--- src/core/port_defs.svh ---
// Constants for the RS-485 station port: timing, limits, offsets and reset values.
`ifndef PORT_DEFS_SVH
`define PORT_DEFS_SVH
`define CLK_HZ          100000000
`define SECOND_S        1
`define SECOND_CYC      (`SECOND_S * `CLK_HZ)
`define CHAR_BITS       10
`define IDLE_CHARS      4
`define FRAME_BYTES     3
`define STATION_MAX     199
`define STATION_SUBST   8'hff
`define SILENCE_MAX     99
`define DELAY_SEL_MAX   5
`define FREE_REG_A      8'h04
`define FREE_REG_B      8'h05
`define REMOTE_REGS     8
`define RATE_0          1200
`define RATE_1          2400
`define RATE_2          4800
`define RATE_3          9600
`define RATE_4          19200
`define RATE_5          38400
`define RATE_6          57600
`define RATE_7          115200
`define DLY_1           8'd10
`define DLY_2           8'd20
`define DLY_3           8'd50
`define DLY_4           8'd100
`define DLY_5           8'd200
`define OFS_CTRL        8'h00
`define OFS_SILENCE     8'h04
`define OFS_DELAY       8'h08
`define OFS_STATUS      8'h0c
`define OFS_REMOTE      8'h10
`define RST_STATION     8'h01
`define RST_BAUD        3'h3
`define ST_DONE         8'h00
`define ST_REFUSED      8'h01
`define ST_BADREG       8'h02
`endif

--- src/core/port_pkg.sv ---
// Types shared by the RS-485 station port.
package port_pkg;
   typedef struct packed {
      logic [7:0] station;
      logic [2:0] baud;
      logic       permit;
      logic [6:0] silence;
      logic [2:0] delay;
   } port_cfg_t;
   typedef struct packed {
      logic        cyc;
      logic        stb;
      logic        we;
      logic [7:0]  adr;
      logic [31:0] dat;
      logic [3:0]  sel;
   } wb_req_t;
   typedef enum logic [1:0] {TX_IDLE, TX_WAIT, TX_ADDR, TX_STAT} reply_state_t;
endpackage

--- src/core/modbus_port.sv ---
// RS-485 station port: address filter, rate select, write gate, silence watch, reply delay.
`timescale 1ns/1ns
`default_nettype none
`include "port_defs.svh"
module modbus_port #(
   parameter int CLK_FREQ   = `CLK_HZ,
   parameter int SEC_CYCLES = `SECOND_CYC
) (
   input  wire logic              i_clk,
   input  wire logic              i_nrst,
   input  wire logic              i_ce,
   input  wire port_pkg::wb_req_t i_wb,
   output logic [31:0]            o_wb_dat,
   output logic                   o_wb_ack,
   input  wire logic              i_rx,
   output logic                   o_tx,
   output logic                   o_tx_en,
   output logic                   o_relay_alert
);
   import port_pkg::*;

   function automatic logic [16:0] baud_div(input logic [2:0] s);
      int r;
      case (s)
         3'h0: r = `RATE_0;
         3'h1: r = `RATE_1;
         3'h2: r = `RATE_2;
         3'h3: r = `RATE_3;
         3'h4: r = `RATE_4;
         3'h5: r = `RATE_5;
         3'h6: r = `RATE_6;
         default: r = `RATE_7;
      endcase
      return 17'((CLK_FREQ + r / 2) / r);
   endfunction

   function automatic logic [7:0] delay_chars(input logic [2:0] s);
      case (s)
         3'h1: return `DLY_1;
         3'h2: return `DLY_2;
         3'h3: return `DLY_3;
         3'h4: return `DLY_4;
         3'h5: return `DLY_5;
         default: return 8'h0;
      endcase
   endfunction

   function automatic logic station_hit(input logic [7:0] st, input logic [7:0] a);
      return (st == 8'h0) ? (a == `STATION_SUBST) : (a == st);
   endfunction

   function automatic logic remote_sel(input logic [7:0] a);
      return a >= `OFS_REMOTE && a < 8'(`OFS_REMOTE + 4 * `REMOTE_REGS) && a[1:0] == 2'h0;
   endfunction

   function automatic logic [2:0] remote_idx(input logic [7:0] a);
      return 3'((a - `OFS_REMOTE) >> 2);
   endfunction

   port_cfg_t    cfg_r, cfg_nxt;
   reply_state_t st_r, st_nxt;
   logic [7:0]   remote_r [`REMOTE_REGS];
   logic [7:0]   remote_nxt [`REMOTE_REGS];
   logic [31:0]  rdat_nxt;
   logic         ack_nxt, req;
   logic [19:0]  chr_r, chr_nxt, char_len;
   logic         char_tick, frame_done, hit, ok;
   logic [2:0]   idle_r, idle_nxt;
   logic [1:0]   cnt_r, cnt_nxt;
   logic         over_r, over_nxt, infr_r, infr_nxt;
   logic [7:0]   fa_r, fa_nxt, freg_r, freg_nxt, fd_r, fd_nxt;
   logic [7:0]   wait_r, wait_nxt, stat_r, stat_nxt, nfr_r, nfr_nxt;
   logic         txs_r, txs_nxt;
   logic [7:0]   txb_r, txb_nxt;
   logic [26:0]  pre_r, pre_nxt;
   logic [6:0]   sec_r, sec_nxt;
   logic         alert_nxt, sec_tick;
   logic [7:0]   rx_byte;
   logic         rx_valid, tx_busy;

   rs485_uart u_uart (
      .i_clk      (i_clk),
      .i_nrst     (i_nrst),
      .i_ce       (i_ce),
      .i_div      (baud_div(cfg_r.baud)),
      .i_rx       (i_rx),
      .i_tx_start (txs_r),
      .i_tx_byte  (txb_r),
      .o_rx_byte  (rx_byte),
      .o_rx_valid (rx_valid),
      .o_tx       (o_tx),
      .o_tx_en    (o_tx_en),
      .o_tx_busy  (tx_busy)
   );

   always_comb begin
      cfg_nxt    = cfg_r;
      remote_nxt = remote_r;
      req        = i_wb.cyc && i_wb.stb && !o_wb_ack;
      ack_nxt    = req;
      rdat_nxt   = o_wb_dat;
      if (req && !i_wb.we) begin
         rdat_nxt = 32'h0;
         case (i_wb.adr)
            `OFS_CTRL:    rdat_nxt = {20'h0, cfg_r.permit, cfg_r.baud, cfg_r.station};
            `OFS_SILENCE: rdat_nxt = {25'h0, cfg_r.silence};
            `OFS_DELAY:   rdat_nxt = {29'h0, cfg_r.delay};
            `OFS_STATUS:  rdat_nxt = {8'h0, nfr_r, stat_r, 6'h0, st_r != TX_IDLE, o_relay_alert};
            default: begin
               if (remote_sel(i_wb.adr)) begin
                  rdat_nxt = {24'h0, remote_r[remote_idx(i_wb.adr)]};
               end
            end
         endcase
      end
      if (req && i_wb.we) begin
         case (i_wb.adr)
            `OFS_CTRL: begin
               if (i_wb.sel[0] && i_wb.dat[7:0] <= 8'(`STATION_MAX)) begin
                  cfg_nxt.station = i_wb.dat[7:0];
               end
               if (i_wb.sel[1]) begin
                  cfg_nxt.baud   = i_wb.dat[10:8];
                  cfg_nxt.permit = i_wb.dat[11];
               end
            end
            `OFS_SILENCE: begin
               if (i_wb.sel[0] && i_wb.dat[7:0] <= 8'(`SILENCE_MAX)) begin
                  cfg_nxt.silence = i_wb.dat[6:0];
               end
            end
            `OFS_DELAY: begin
               if (i_wb.sel[0] && i_wb.dat[7:0] <= 8'(`DELAY_SEL_MAX)) begin
                  cfg_nxt.delay = i_wb.dat[2:0];
               end
            end
            default: begin
               if (i_wb.sel[0] && remote_sel(i_wb.adr)) begin
                  remote_nxt[remote_idx(i_wb.adr)] = i_wb.dat[7:0];
               end
            end
         endcase
      end
      char_len   = 20'(baud_div(cfg_r.baud)) * 20'(`CHAR_BITS);
      char_tick  = chr_r >= char_len - 20'h1;
      chr_nxt    = char_tick ? 20'h0 : chr_r + 20'h1;
      frame_done = infr_r && char_tick && idle_r == 3'(`IDLE_CHARS - 1);
      hit        = station_hit(cfg_r.station, fa_r);
      ok         = !over_r && cnt_r == 2'(`FRAME_BYTES);
      idle_nxt   = idle_r;
      cnt_nxt    = cnt_r;
      over_nxt   = over_r;
      infr_nxt   = infr_r;
      fa_nxt     = fa_r;
      freg_nxt   = freg_r;
      fd_nxt     = fd_r;
      if (rx_valid) begin
         idle_nxt = 3'h0;
         infr_nxt = 1'b1;
         if (!infr_r) begin
            fa_nxt   = rx_byte;
            cnt_nxt  = 2'h1;
            over_nxt = 1'b0;
         end else if (cnt_r == 2'h1) begin
            freg_nxt = rx_byte;
            cnt_nxt  = 2'h2;
         end else if (cnt_r == 2'h2) begin
            fd_nxt  = rx_byte;
            cnt_nxt = 2'h3;
         end else begin
            over_nxt = 1'b1;
         end
      end else if (frame_done) begin
         infr_nxt = 1'b0;
      end else if (infr_r && char_tick) begin
         idle_nxt = idle_r + 3'h1;
      end
      st_nxt   = st_r;
      wait_nxt = wait_r;
      stat_nxt = stat_r;
      nfr_nxt  = nfr_r;
      txs_nxt  = 1'b0;
      txb_nxt  = txb_r;
      case (st_r)
         TX_IDLE: begin
            if (frame_done && hit && ok) begin
               st_nxt   = TX_WAIT;
               wait_nxt = delay_chars(cfg_r.delay);
               nfr_nxt  = nfr_r + 8'h1;
               if (freg_r >= 8'(`REMOTE_REGS)) begin
                  stat_nxt = `ST_BADREG;
               end else if (cfg_r.permit || freg_r == `FREE_REG_A || freg_r == `FREE_REG_B) begin
                  stat_nxt = `ST_DONE;
                  remote_nxt[freg_r[2:0]] = fd_r;
               end else begin
                  stat_nxt = `ST_REFUSED;
               end
            end
         end
         TX_WAIT: begin
            if (wait_r == 8'h0 && !tx_busy) begin
               st_nxt  = TX_ADDR;
               txs_nxt = 1'b1;
               txb_nxt = fa_r;
            end else if (char_tick && wait_r != 8'h0) begin
               wait_nxt = wait_r - 8'h1;
            end
         end
         TX_ADDR: begin
            if (!tx_busy && !txs_r) begin
               st_nxt  = TX_STAT;
               txs_nxt = 1'b1;
               txb_nxt = stat_r;
            end
         end
         TX_STAT: begin
            if (!tx_busy && !txs_r) begin
               st_nxt = TX_IDLE;
            end
         end
         default: st_nxt = TX_IDLE;
      endcase
   end

   always_comb begin
      sec_tick  = pre_r >= 27'(SEC_CYCLES - 1);
      pre_nxt   = pre_r + 27'h1;
      sec_nxt   = sec_r;
      alert_nxt = o_relay_alert;
      if (cfg_nxt.silence == 7'h0 || frame_done) begin
         pre_nxt   = 27'h0;
         sec_nxt   = 7'h0;
         alert_nxt = 1'b0;
      end else if (sec_tick) begin
         pre_nxt = 27'h0;
         if (sec_r != 7'h7f) begin
            sec_nxt = sec_r + 7'h1;
         end
         if (sec_r + 7'h1 >= cfg_nxt.silence) begin
            alert_nxt = 1'b1;
         end
      end
   end

   always_ff @(posedge i_clk or negedge i_nrst) begin
      if (!i_nrst) begin
         cfg_r         <= '{station: `RST_STATION, baud: `RST_BAUD, default: '0};
         remote_r      <= '{default: 8'h0};
         o_wb_ack      <= 1'b0;
         o_wb_dat      <= 32'h0;
         chr_r         <= 20'h0;
         idle_r        <= 3'h0;
         cnt_r         <= 2'h0;
         over_r        <= 1'b0;
         infr_r        <= 1'b0;
         fa_r          <= 8'h0;
         freg_r        <= 8'h0;
         fd_r          <= 8'h0;
         st_r          <= TX_IDLE;
         wait_r        <= 8'h0;
         stat_r        <= 8'h0;
         nfr_r         <= 8'h0;
         txs_r         <= 1'b0;
         txb_r         <= 8'h0;
         pre_r         <= 27'h0;
         sec_r         <= 7'h0;
         o_relay_alert <= 1'b0;
      end else if (i_ce) begin
         cfg_r         <= cfg_nxt;
         remote_r      <= remote_nxt;
         o_wb_ack      <= ack_nxt;
         o_wb_dat      <= rdat_nxt;
         chr_r         <= chr_nxt;
         idle_r        <= idle_nxt;
         cnt_r         <= cnt_nxt;
         over_r        <= over_nxt;
         infr_r        <= infr_nxt;
         fa_r          <= fa_nxt;
         freg_r        <= freg_nxt;
         fd_r          <= fd_nxt;
         st_r          <= st_nxt;
         wait_r        <= wait_nxt;
         stat_r        <= stat_nxt;
         nfr_r         <= nfr_nxt;
         txs_r         <= txs_nxt;
         txb_r         <= txb_nxt;
         pre_r         <= pre_nxt;
         sec_r         <= sec_nxt;
         o_relay_alert <= alert_nxt;
      end
   end

   station_range_a: assert property (@(posedge i_clk) disable iff (!i_nrst)
      cfg_r.station <= 8'(`STATION_MAX)) else $error("Station address out of range.");
   subst_reply_a: assert property (@(posedge i_clk) disable iff (!i_nrst)
      (i_ce && frame_done && ok && st_r == TX_IDLE && cfg_r.station == 8'h0 && fa_r == 8'hff)
      |=> st_r == TX_WAIT) else $error("Substitute address not answered.");
   foreign_quiet_a: assert property (@(posedge i_clk) disable iff (!i_nrst)
      (i_ce && frame_done && !hit && st_r == TX_IDLE) |=> st_r == TX_IDLE)
      else $error("Reply started for a foreign address.");
   char_count_a: assert property (@(posedge i_clk) disable iff (!i_nrst)
      chr_r < char_len || $changed(cfg_r.baud)) else $error("Character counter overran.");
   gate_refuse_a: assert property (@(posedge i_clk) disable iff (!i_nrst)
      (i_ce && frame_done && hit && ok && st_r == TX_IDLE && !cfg_r.permit
       && freg_r < 8'h4) |=> stat_r == `ST_REFUSED) else $error("Gated write not refused.");
   free_regs_a: assert property (@(posedge i_clk) disable iff (!i_nrst)
      (i_ce && frame_done && hit && ok && st_r == TX_IDLE && !cfg_r.permit
       && (freg_r == `FREE_REG_A || freg_r == `FREE_REG_B))
      |=> stat_r == `ST_DONE && remote_r[freg_r[2:0]] == fd_r) else $error("Free register refused.");
   alert_off_a: assert property (@(posedge i_clk) disable iff (!i_nrst)
      o_relay_alert |-> cfg_r.silence != 7'h0) else $error("Alert with watch disabled.");
   silence_alert_a: assert property (@(posedge i_clk) disable iff (!i_nrst)
      (i_ce && sec_tick && !frame_done && cfg_nxt.silence != 7'h0
       && sec_r + 7'h1 >= cfg_nxt.silence) |=> o_relay_alert) else $error("Silence not flagged.");
   frame_restart_a: assert property (@(posedge i_clk) disable iff (!i_nrst)
      (i_ce && frame_done) |=> sec_r == 7'h0 && pre_r == 27'h0 && !o_relay_alert)
      else $error("Silence timer not restarted.");
   delay_hold_a: assert property (@(posedge i_clk) disable iff (!i_nrst)
      (st_r == TX_WAIT && wait_r != 8'h0) |=> st_r == TX_WAIT) else $error("Reply delay cut short.");
   ack_pulse_a: assert property (@(posedge i_clk) disable iff (!i_nrst)
      (i_ce && o_wb_ack) |=> !o_wb_ack) else $error("Ack held longer than a cycle.");
endmodule
`default_nettype wire

--- src/core/rs485_uart.sv ---
// Serial byte receiver and transmitter, 8N1, bit time given in clock cycles.
`timescale 1ns/1ns
`default_nettype none
module rs485_uart (
   input  wire logic        i_clk,
   input  wire logic        i_nrst,
   input  wire logic        i_ce,
   input  wire logic [16:0] i_div,
   input  wire logic        i_rx,
   input  wire logic        i_tx_start,
   input  wire logic [7:0]  i_tx_byte,
   output logic [7:0]       o_rx_byte,
   output logic             o_rx_valid,
   output logic             o_tx,
   output logic             o_tx_en,
   output logic             o_tx_busy
);
   logic        s1_r, s2_r;
   logic        rb_r, rb_nxt, rv_nxt;
   logic [16:0] rc_r, rc_nxt, tc_r, tc_nxt;
   logic [3:0]  rn_r, rn_nxt, tn_r, tn_nxt;
   logic [7:0]  rs_r, rs_nxt, rbyte_nxt;
   logic [9:0]  ts_r, ts_nxt;
   logic        tb_r, tb_nxt, tx_nxt;

   always_comb begin
      rb_nxt    = rb_r;
      rc_nxt    = rc_r;
      rn_nxt    = rn_r;
      rs_nxt    = rs_r;
      rv_nxt    = 1'b0;
      rbyte_nxt = o_rx_byte;
      if (!rb_r) begin
         if (!s2_r) begin
            rb_nxt = 1'b1;
            rc_nxt = {1'b0, i_div[16:1]};
            rn_nxt = 4'h0;
         end
      end else if (rc_r == 17'h0) begin
         rc_nxt = i_div - 17'h1;
         rn_nxt = rn_r + 4'h1;
         if (rn_r == 4'h0) begin
            rb_nxt = !s2_r;
         end else if (rn_r < 4'h9) begin
            rs_nxt = {s2_r, rs_r[7:1]};
         end else begin
            rb_nxt    = 1'b0;
            rv_nxt    = s2_r;
            rbyte_nxt = s2_r ? rs_r : o_rx_byte;
         end
      end else begin
         rc_nxt = rc_r - 17'h1;
      end
      tb_nxt = tb_r;
      tc_nxt = tc_r;
      tn_nxt = tn_r;
      ts_nxt = ts_r;
      tx_nxt = o_tx;
      if (!tb_r) begin
         if (i_tx_start) begin
            tb_nxt = 1'b1;
            ts_nxt = {1'b1, i_tx_byte, 1'b0};
            tc_nxt = i_div - 17'h1;
            tn_nxt = 4'h0;
            tx_nxt = 1'b0;
         end
      end else if (tc_r == 17'h0) begin
         tc_nxt = i_div - 17'h1;
         if (tn_r == 4'h9) begin
            tb_nxt = 1'b0;
            tx_nxt = 1'b1;
         end else begin
            tn_nxt = tn_r + 4'h1;
            ts_nxt = {1'b1, ts_r[9:1]};
            tx_nxt = ts_r[1];
         end
      end else begin
         tc_nxt = tc_r - 17'h1;
      end
   end

   always_ff @(posedge i_clk or negedge i_nrst) begin
      if (!i_nrst) begin
         s1_r       <= 1'b1;
         s2_r       <= 1'b1;
         rb_r       <= 1'b0;
         rc_r       <= 17'h0;
         rn_r       <= 4'h0;
         rs_r       <= 8'h0;
         o_rx_valid <= 1'b0;
         o_rx_byte  <= 8'h0;
         tb_r       <= 1'b0;
         tc_r       <= 17'h0;
         tn_r       <= 4'h0;
         ts_r       <= 10'h3ff;
         o_tx       <= 1'b1;
         o_tx_en    <= 1'b0;
         o_tx_busy  <= 1'b0;
      end else if (i_ce) begin
         s1_r       <= i_rx;
         s2_r       <= s1_r;
         rb_r       <= rb_nxt;
         rc_r       <= rc_nxt;
         rn_r       <= rn_nxt;
         rs_r       <= rs_nxt;
         o_rx_valid <= rv_nxt;
         o_rx_byte  <= rbyte_nxt;
         tb_r       <= tb_nxt;
         tc_r       <= tc_nxt;
         tn_r       <= tn_nxt;
         ts_r       <= ts_nxt;
         o_tx       <= tx_nxt;
         o_tx_en    <= tb_nxt;
         o_tx_busy  <= tb_nxt;
      end
   end
endmodule
`default_nettype wire

--- config.mk ---
export PLATFORM = sky130hd
export DESIGN_NAME = modbus_port
export DESIGN_NICKNAME = d
export VERILOG_FILES = /design/src/core/port_pkg.sv /design/src/core/modbus_port.sv /design/src/core/rs485_uart.sv
export VERILOG_INCLUDE_DIRS = /design/src /design/src/core
export SDC_FILE = /design/constraint.sdc
export NUM_CORES = 1
export LEC_CHECK = 0
export ABC_AREA = 1
export BUFFER_PORTS_ARGS = -buffer_cell sky130_fd_sc_hd__buf_2
export CAP_MARGIN = 30
export CELL_PAD_IN_SITES_DETAIL_PLACEMENT = 0
export CELL_PAD_IN_SITES_GLOBAL_PLACEMENT = 2
export CORE_UTILIZATION = 37
export DETAILED_ROUTE_END_ITERATION = 16
export PLACE_DENSITY = 0.95
export SETUP_SLACK_MARGIN = 0.4
export SYNTH_ARGS = -nofsm -noshare
export SYNTH_HDL_FRONTEND = slang
export SYNTH_SLANG_ARGS = --single-unit
--- constraint.sdc ---
create_clock -name i_clk -period 49.5 [get_ports i_clk]
set_clock_uncertainty 0.1 [all_clocks]
set_input_delay 2.475 -clock i_clk [delete_from_list [all_inputs] [get_ports i_clk]]
set_output_delay 2.475 -clock i_clk [all_outputs]
set_load 0.005 [all_outputs]
# Word-level counts from Yosys, hierarchy flattened
# Index checks and enable logic that the tools add are counted.
dict set report totals {
  in_bits 51
  out_inout_bits 36
  reg_bits 314
}
dict set report classes {
  bitwise_logic 7
  reduce_logical 74
  order_cmp 14
  addsub 15
  div_mod_pow 1
  n_mul 1
  muxes 97
  n_eq_ne 41
}
# operator count
set ops {}
lappend ops {{$mux W64} 7}
lappend ops {{$bwmux W64} 2}
lappend ops {{$pmux W17 S7} 1}
lappend ops {{$mux W17} 6}
lappend ops {{$pmux W24 S4} 1}
lappend ops {{$mux W8} 10}
lappend ops {{$mux W27} 2}
lappend ops {{$sub A17 B1 Y17 const B} 3}
lappend ops {{$mux W10} 5}
lappend ops {{$demux W8 S3} 2}
lappend ops {{$pmux W8 S5} 1}
lappend ops {{$mux W7} 5}
lappend ops {{$logic_not A17 Y1} 2}
lappend ops {{$add A28 B32 Y32 const A} 1}
lappend ops {{$add A32 B1 Y32} 1}
lappend ops {{$div A32 B32 Y32} 1}
lappend ops {{$pmux W8 S2} 2}
lappend ops {{$mux W1} 29}
lappend ops {{$mux W4} 7}
lappend ops {{$reduce_and A4 Y1} 7}
lappend ops {{$add A27 B1 Y27 const B} 1}
lappend ops {{$ge A27 B27 Y1 const B} 1}
lappend ops {{$bmux W8 S3} 1}
lappend ops {{$eq A8 B3 Y1 const B} 3}
lappend ops {{56 further kinds} 149}

# Longest topological paths before layout
dict set report depth {
  depth_word 15
  mapped_depth 352
  ltp_nobuf 335
}

# Hierarchy
# A second synthesis with hierarchy kept.
dict set report hier_totals {
  cells_unflattened 5767
  hier_area_um2 37952.6
}
# module cells_each area_each_um2 n_inst
set modules_own_cells {}
lappend modules_own_cells {modbus_port 5073 33140.5 1}
lappend modules_own_cells {rs485_uart 694 4812.1 1}

# Worst setup path before layout
# No wires, ideal clock.
dict set report synth_timing {
  path_kind {reg-to-reg}
  start {register cfg_r[13] (netlist bit)}
  end {register nfr_r[6]}
  period_less_slack_ns 43.266
  n_path_buf 21
  setup_ns 0.079
  path_stages_with_launch 314
  arrival_ns 43.087
  path_slack_ns 6.234
  cell_sequence {dfrtp_1 buf_2 nor2_1 nor2_1 ha_1 nand3_1 nand2_1 nand2_1 nand2_1 nand2_1 nor2_1 ha_1 a21oi_1 nand2_1 nand3_1 nand2_2 nand2_2 inv_2 [... 278 more ...] nand3_1 xnor2_1 xor2_1 inv_1 ha_1 nand2_1 a21oi_1 a211oi_1 a21oi_1 nor2_1 inv_1 nand3_1 nor4_1 nand3_1 nor2_1 nand3_1 nor3_1 xor2_1}
}
dict set report synth_via {
  elab_chain_len 13
  word_cells_on_any_way 19
}
# item line
set synth_rtl {}
lappend synth_rtl {{start: declaration} modbus_port.sv:60} ;# port_cfg_t cfg_r, cfg_nxt;
lappend synth_rtl {{start signal: assignment} modbus_port.sv:269} ;# cfg_r <= cfg_nxt;
lappend synth_rtl {{$eq A3 B3 Y1 (tied with other cells)} modbus_port.sv:24} ;# case (s)
lappend synth_rtl {{$pmux W17 S7 (*)} modbus_port.sv:24}
lappend synth_rtl {{$add A32 B1 Y32 (no source line)} --}
lappend synth_rtl {{$add A28 B32 Y32} modbus_port.sv:34} ;# return 17'((CLK_FREQ + r / 2) / r);
lappend synth_rtl {{$div A32 B32 Y32 (*)} modbus_port.sv:34}
lappend synth_rtl {{$mul A17 B3 Y19 (*)} modbus_port.sv:144} ;# char_len = 20'(baud_div(cfg_r.baud)) * 20'(`CHAR_BITS);
lappend synth_rtl {{$sub A20 B1 Y20 (*)} modbus_port.sv:145} ;# char_tick = chr_r >= char_len - 20'h1;
lappend synth_rtl {{$ge A20 B20 Y1 (*)} modbus_port.sv:145}
lappend synth_rtl {{$logic_and A1 B1 Y1 (*) (2 in a row)} modbus_port.sv:147} ;# frame_done = infr_r && char_tick && idle_r == 3'(`IDLE_CHARS - 1);
lappend synth_rtl {{$logic_and A1 B1 Y1 (*) (2 in a row)} modbus_port.sv:186} ;# if (frame_done && hit && ok) begin
lappend synth_rtl {{$reduce_and A3 Y1 (no source line) (*)} --}
lappend synth_rtl {{end signal: assignment} modbus_port.sv:284} ;# nfr_r <= nfr_nxt;
lappend synth_rtl {{end: declaration} modbus_port.sv:72} ;# logic [7:0] wait_r, wait_nxt, stat_r, stat_nxt, nfr_r, nfr_nxt;
# Every way passes the cells marked *; elsewhere a longest branch is shown, timed or not.
# A chain may end at the register's enable or synchronous reset.

# Worst setup path in the final report
dict set report layout_timing {
  start {register cfg_r[12] (netlist bit)}
  end {register nfr_r[4]}
}
# The elaborated chain is that of the path after synthesis.

==> run metrics <==
fin crit period=45500 ps; Syn Area/Cell=6.464 µm²; Slew headroom=0.3281; ys flop type=dfrtp_1; final hold slack=363.0 ps; Final Hold Viols=0; Overflow after GRT=0; CP Class=flip-flop to flip-flop; Final Max Tran Viols=0; TritonCTS clock tree=built; Top Ports=a little under 90; Initial Util=0.3733; max incr delay on CP=700 ps; EDFF count, synth=0; hold crit path type=flip-flop to flip-flop; CTS Root Cell=clkbuf_16; Post-Syn Instances=around 5600; Critical Path Source Type=flip-flop; via-per-instance ratio=5.348; global route hottest layer=met2; critical path fanouts, max=15; clk_lat worst skew=580 ps; IO Port Bufs=52; largest net degree at the start of global routing=slightly below 80; Routed WL per cell=17.75 µm; FMAX=0.02198 GHz; initial DRC count=3196; top-count cell post-synth=nand2_1; Synth Area in Simple Gates=0.3598; Core ar.=0.09657 mm²; Yosys top cell by area=dfrtp_1; Post-Synth XOR/XNOR Area=0.05001; Die X=314.1 µm; Synth Area in Compound Gates=0.1681; first-pass iteration count of the detailed router=6; largest family of logic cells by synthesized area=simple AND/OR/NAND/NOR gates; drt total wl=about 130 mm; DIE HEIGHT=314.1 µm; CP required=49860 ps; initial antenna violation count=3; Tot GR Track Use=0.2520; Synth async-reset ratio=1.000; vias post-DR=roughly 38000; Setup violations, final=0; synth top area cells=dfrtp_1, nand2_1, ha_1; fill count=10210; clock-pin slew on the worst setup and hold paths=about 70 ps; routability cong.=0.9291; P&R area growth vs syn=14.81%; Cell Rows=roughly 110; Register Area=0.007383 mm²; Antenna Nets Post-Route=0; post-synth top area share=0.1944; Critical Path Sink Type=flip-flop; clk sinks=294; HPWL Detailed=97.53 mm; met2 Track Usage GR=0.4163; ANT cells=0; vias in the first global route=35690; proportion of synthesized area in mux cells=0.005276; nets=6224; area share of fa/ha/maj cells after synthesis=0.1043; period utilization=0.9192; clock buffer count from CTS=31; Commonest cells post-synth=nand2_1, inv_1, o21ai_0; multi-input logic area=0.02515 mm²; met3 Track Usage GR=0.02121; number of max-cap violations=0; most frequent CP cell=nand2_1; Seq/Total Area, Yosys=0.2046; FF+latch count, synth=294; Clock H-tree levels=1; first-pass GRT wire length=approximately 200 mm; aggregate negative setup slack=0 ps; ratio of cells with drive above 1 in the final layout=0.1470; CP arrival=between 40000 and 50000 ps; run status=completed; grt met1 use=0.3543; mapped cell area=0.03605 mm²; Worst-Margin Slew=1006 ps; Max Buffers Root-to-Sink=3; Yosys warning count=0; die area=0.09868 mm²; RSZ-0062 raised after global routing=no; Slowest-stage cell, CP=dfstp_4; count of different cell masters after synthesis=87; DRC Markers=0
[worst max-delay path: cells and delay by family, from the launching register on]
kind                     cells  cell delay (ps)
adder cells (fa/ha/maj)     28             8800
buffers and inverters       61             6910
flip-flops                   1              700
XOR/XNOR                     5              950
AO/OA/AOI/OAI               66            10880
AND/OR/NAND/NOR            147            16850
[final timing paths]
check,slack [ps],cells after the start,from,endpoint
max reg2reg,4000,307,cfg_r[12],nfr_r[4]
min reg2reg,360,2,u_uart.s1_r,u_uart.s1_r
min,360,2,u_uart.s1_r,u_uart.s1_r
min in group asynchronous,1750,1,i_nrst,pre_r[6]
max in group asynchronous,46370,3,i_nrst,u_uart.ts_r[6]
max,4000,307,cfg_r[12],nfr_r[4]
[cell usage in the layout (no fill, tap or decap), drive strengths merged, types with 8 or more instances in the layout]
cell type and n:
xor2 137, o22ai 37, o221ai 18, dfstp 14, nor3 131, a21oi 252, a21o 8, a22oi 8
buf 409, nand4 127, o21a 19, or2 24, o21ai 507, nand2 1477, o21bai 17, clkbuf 39
conb 15, o211ai 84, nand3 441, nor3b 9, xnor2 68, inv 746, ha 299, nor2 500
a21boi 9, a211oi 10, mux2 16, nor4 29, clkinv 17, nand3b 33, o311ai 9, dfrtp 280
o31ai 13, a31oi 32, bufinv 11
[metal layers]
| metal | wire length [µm] | share of wire |
|---|---|---|
| met4 | 3250 | 0.026 |
| met2 | 57530 | 0.45 |
| met1 | 58660 | 0.46 |
| met5 | 20 | 0.00016 |
| met3 | 7855 | 0.062 |
[logic make-up after synthesis]
group                      count (synthesis)
and+or+nand+nor                         2781
AOI/OAI and AO/OA                       1056
buffers and inverters                    923
adders and majority gates                300
DFF                                      294
xor gates and xnor gates                 205
muxes                                     17
other                                      1
[cell type report]
type | count | area share
repair buffers | 409 | 0.07470
inverters | 760 | 0.07056
clock buffers | 39 | 0.02092
clock inverters | 18 | 0.008978
multi-input cells | 4376 | 0.6077
repair inverters | 1 | 0.0001814
flip-flops and latches | 294 | 0.1784
well taps | 1276 | 0.03857
[timing repair]
item | in CTS | in global routing
hold buffers | 0 | 0
resized for setup | 1 | 97
setup buffers | 0 | 35
gates cloned | 0 | 3
setup endpoints to repair | 1 | 161
pin swaps | 0 | 16
[state kept, by name, indices dropped and copies added (netlist names), 17 cells and up]
signal / cells
remote_r: 64
u_uart.tc_r: 17
u_uart.rc_r: 17
chr_r: 20
o_wb_dat: 20
pre_r: 27
cfg_r: 22
[metrics by stage]
stage                     area (µm²)  worst slack (ps)  utilization  cells
after floorplan                36100              6234            -   5591
after global placement         39460             922.8       0.4087   7073
after detailed placement       39490             561.0       0.4090   7074
after CTS                      40730             546.4       0.4218   7131
after global routing           41390             236.7       0.4286   7173
final                          41390              4001       0.4286   7173
Power is left out: the tool's default activity adds up to more than one toggle a clock period on the data nets, which glitch-free logic cannot reach.
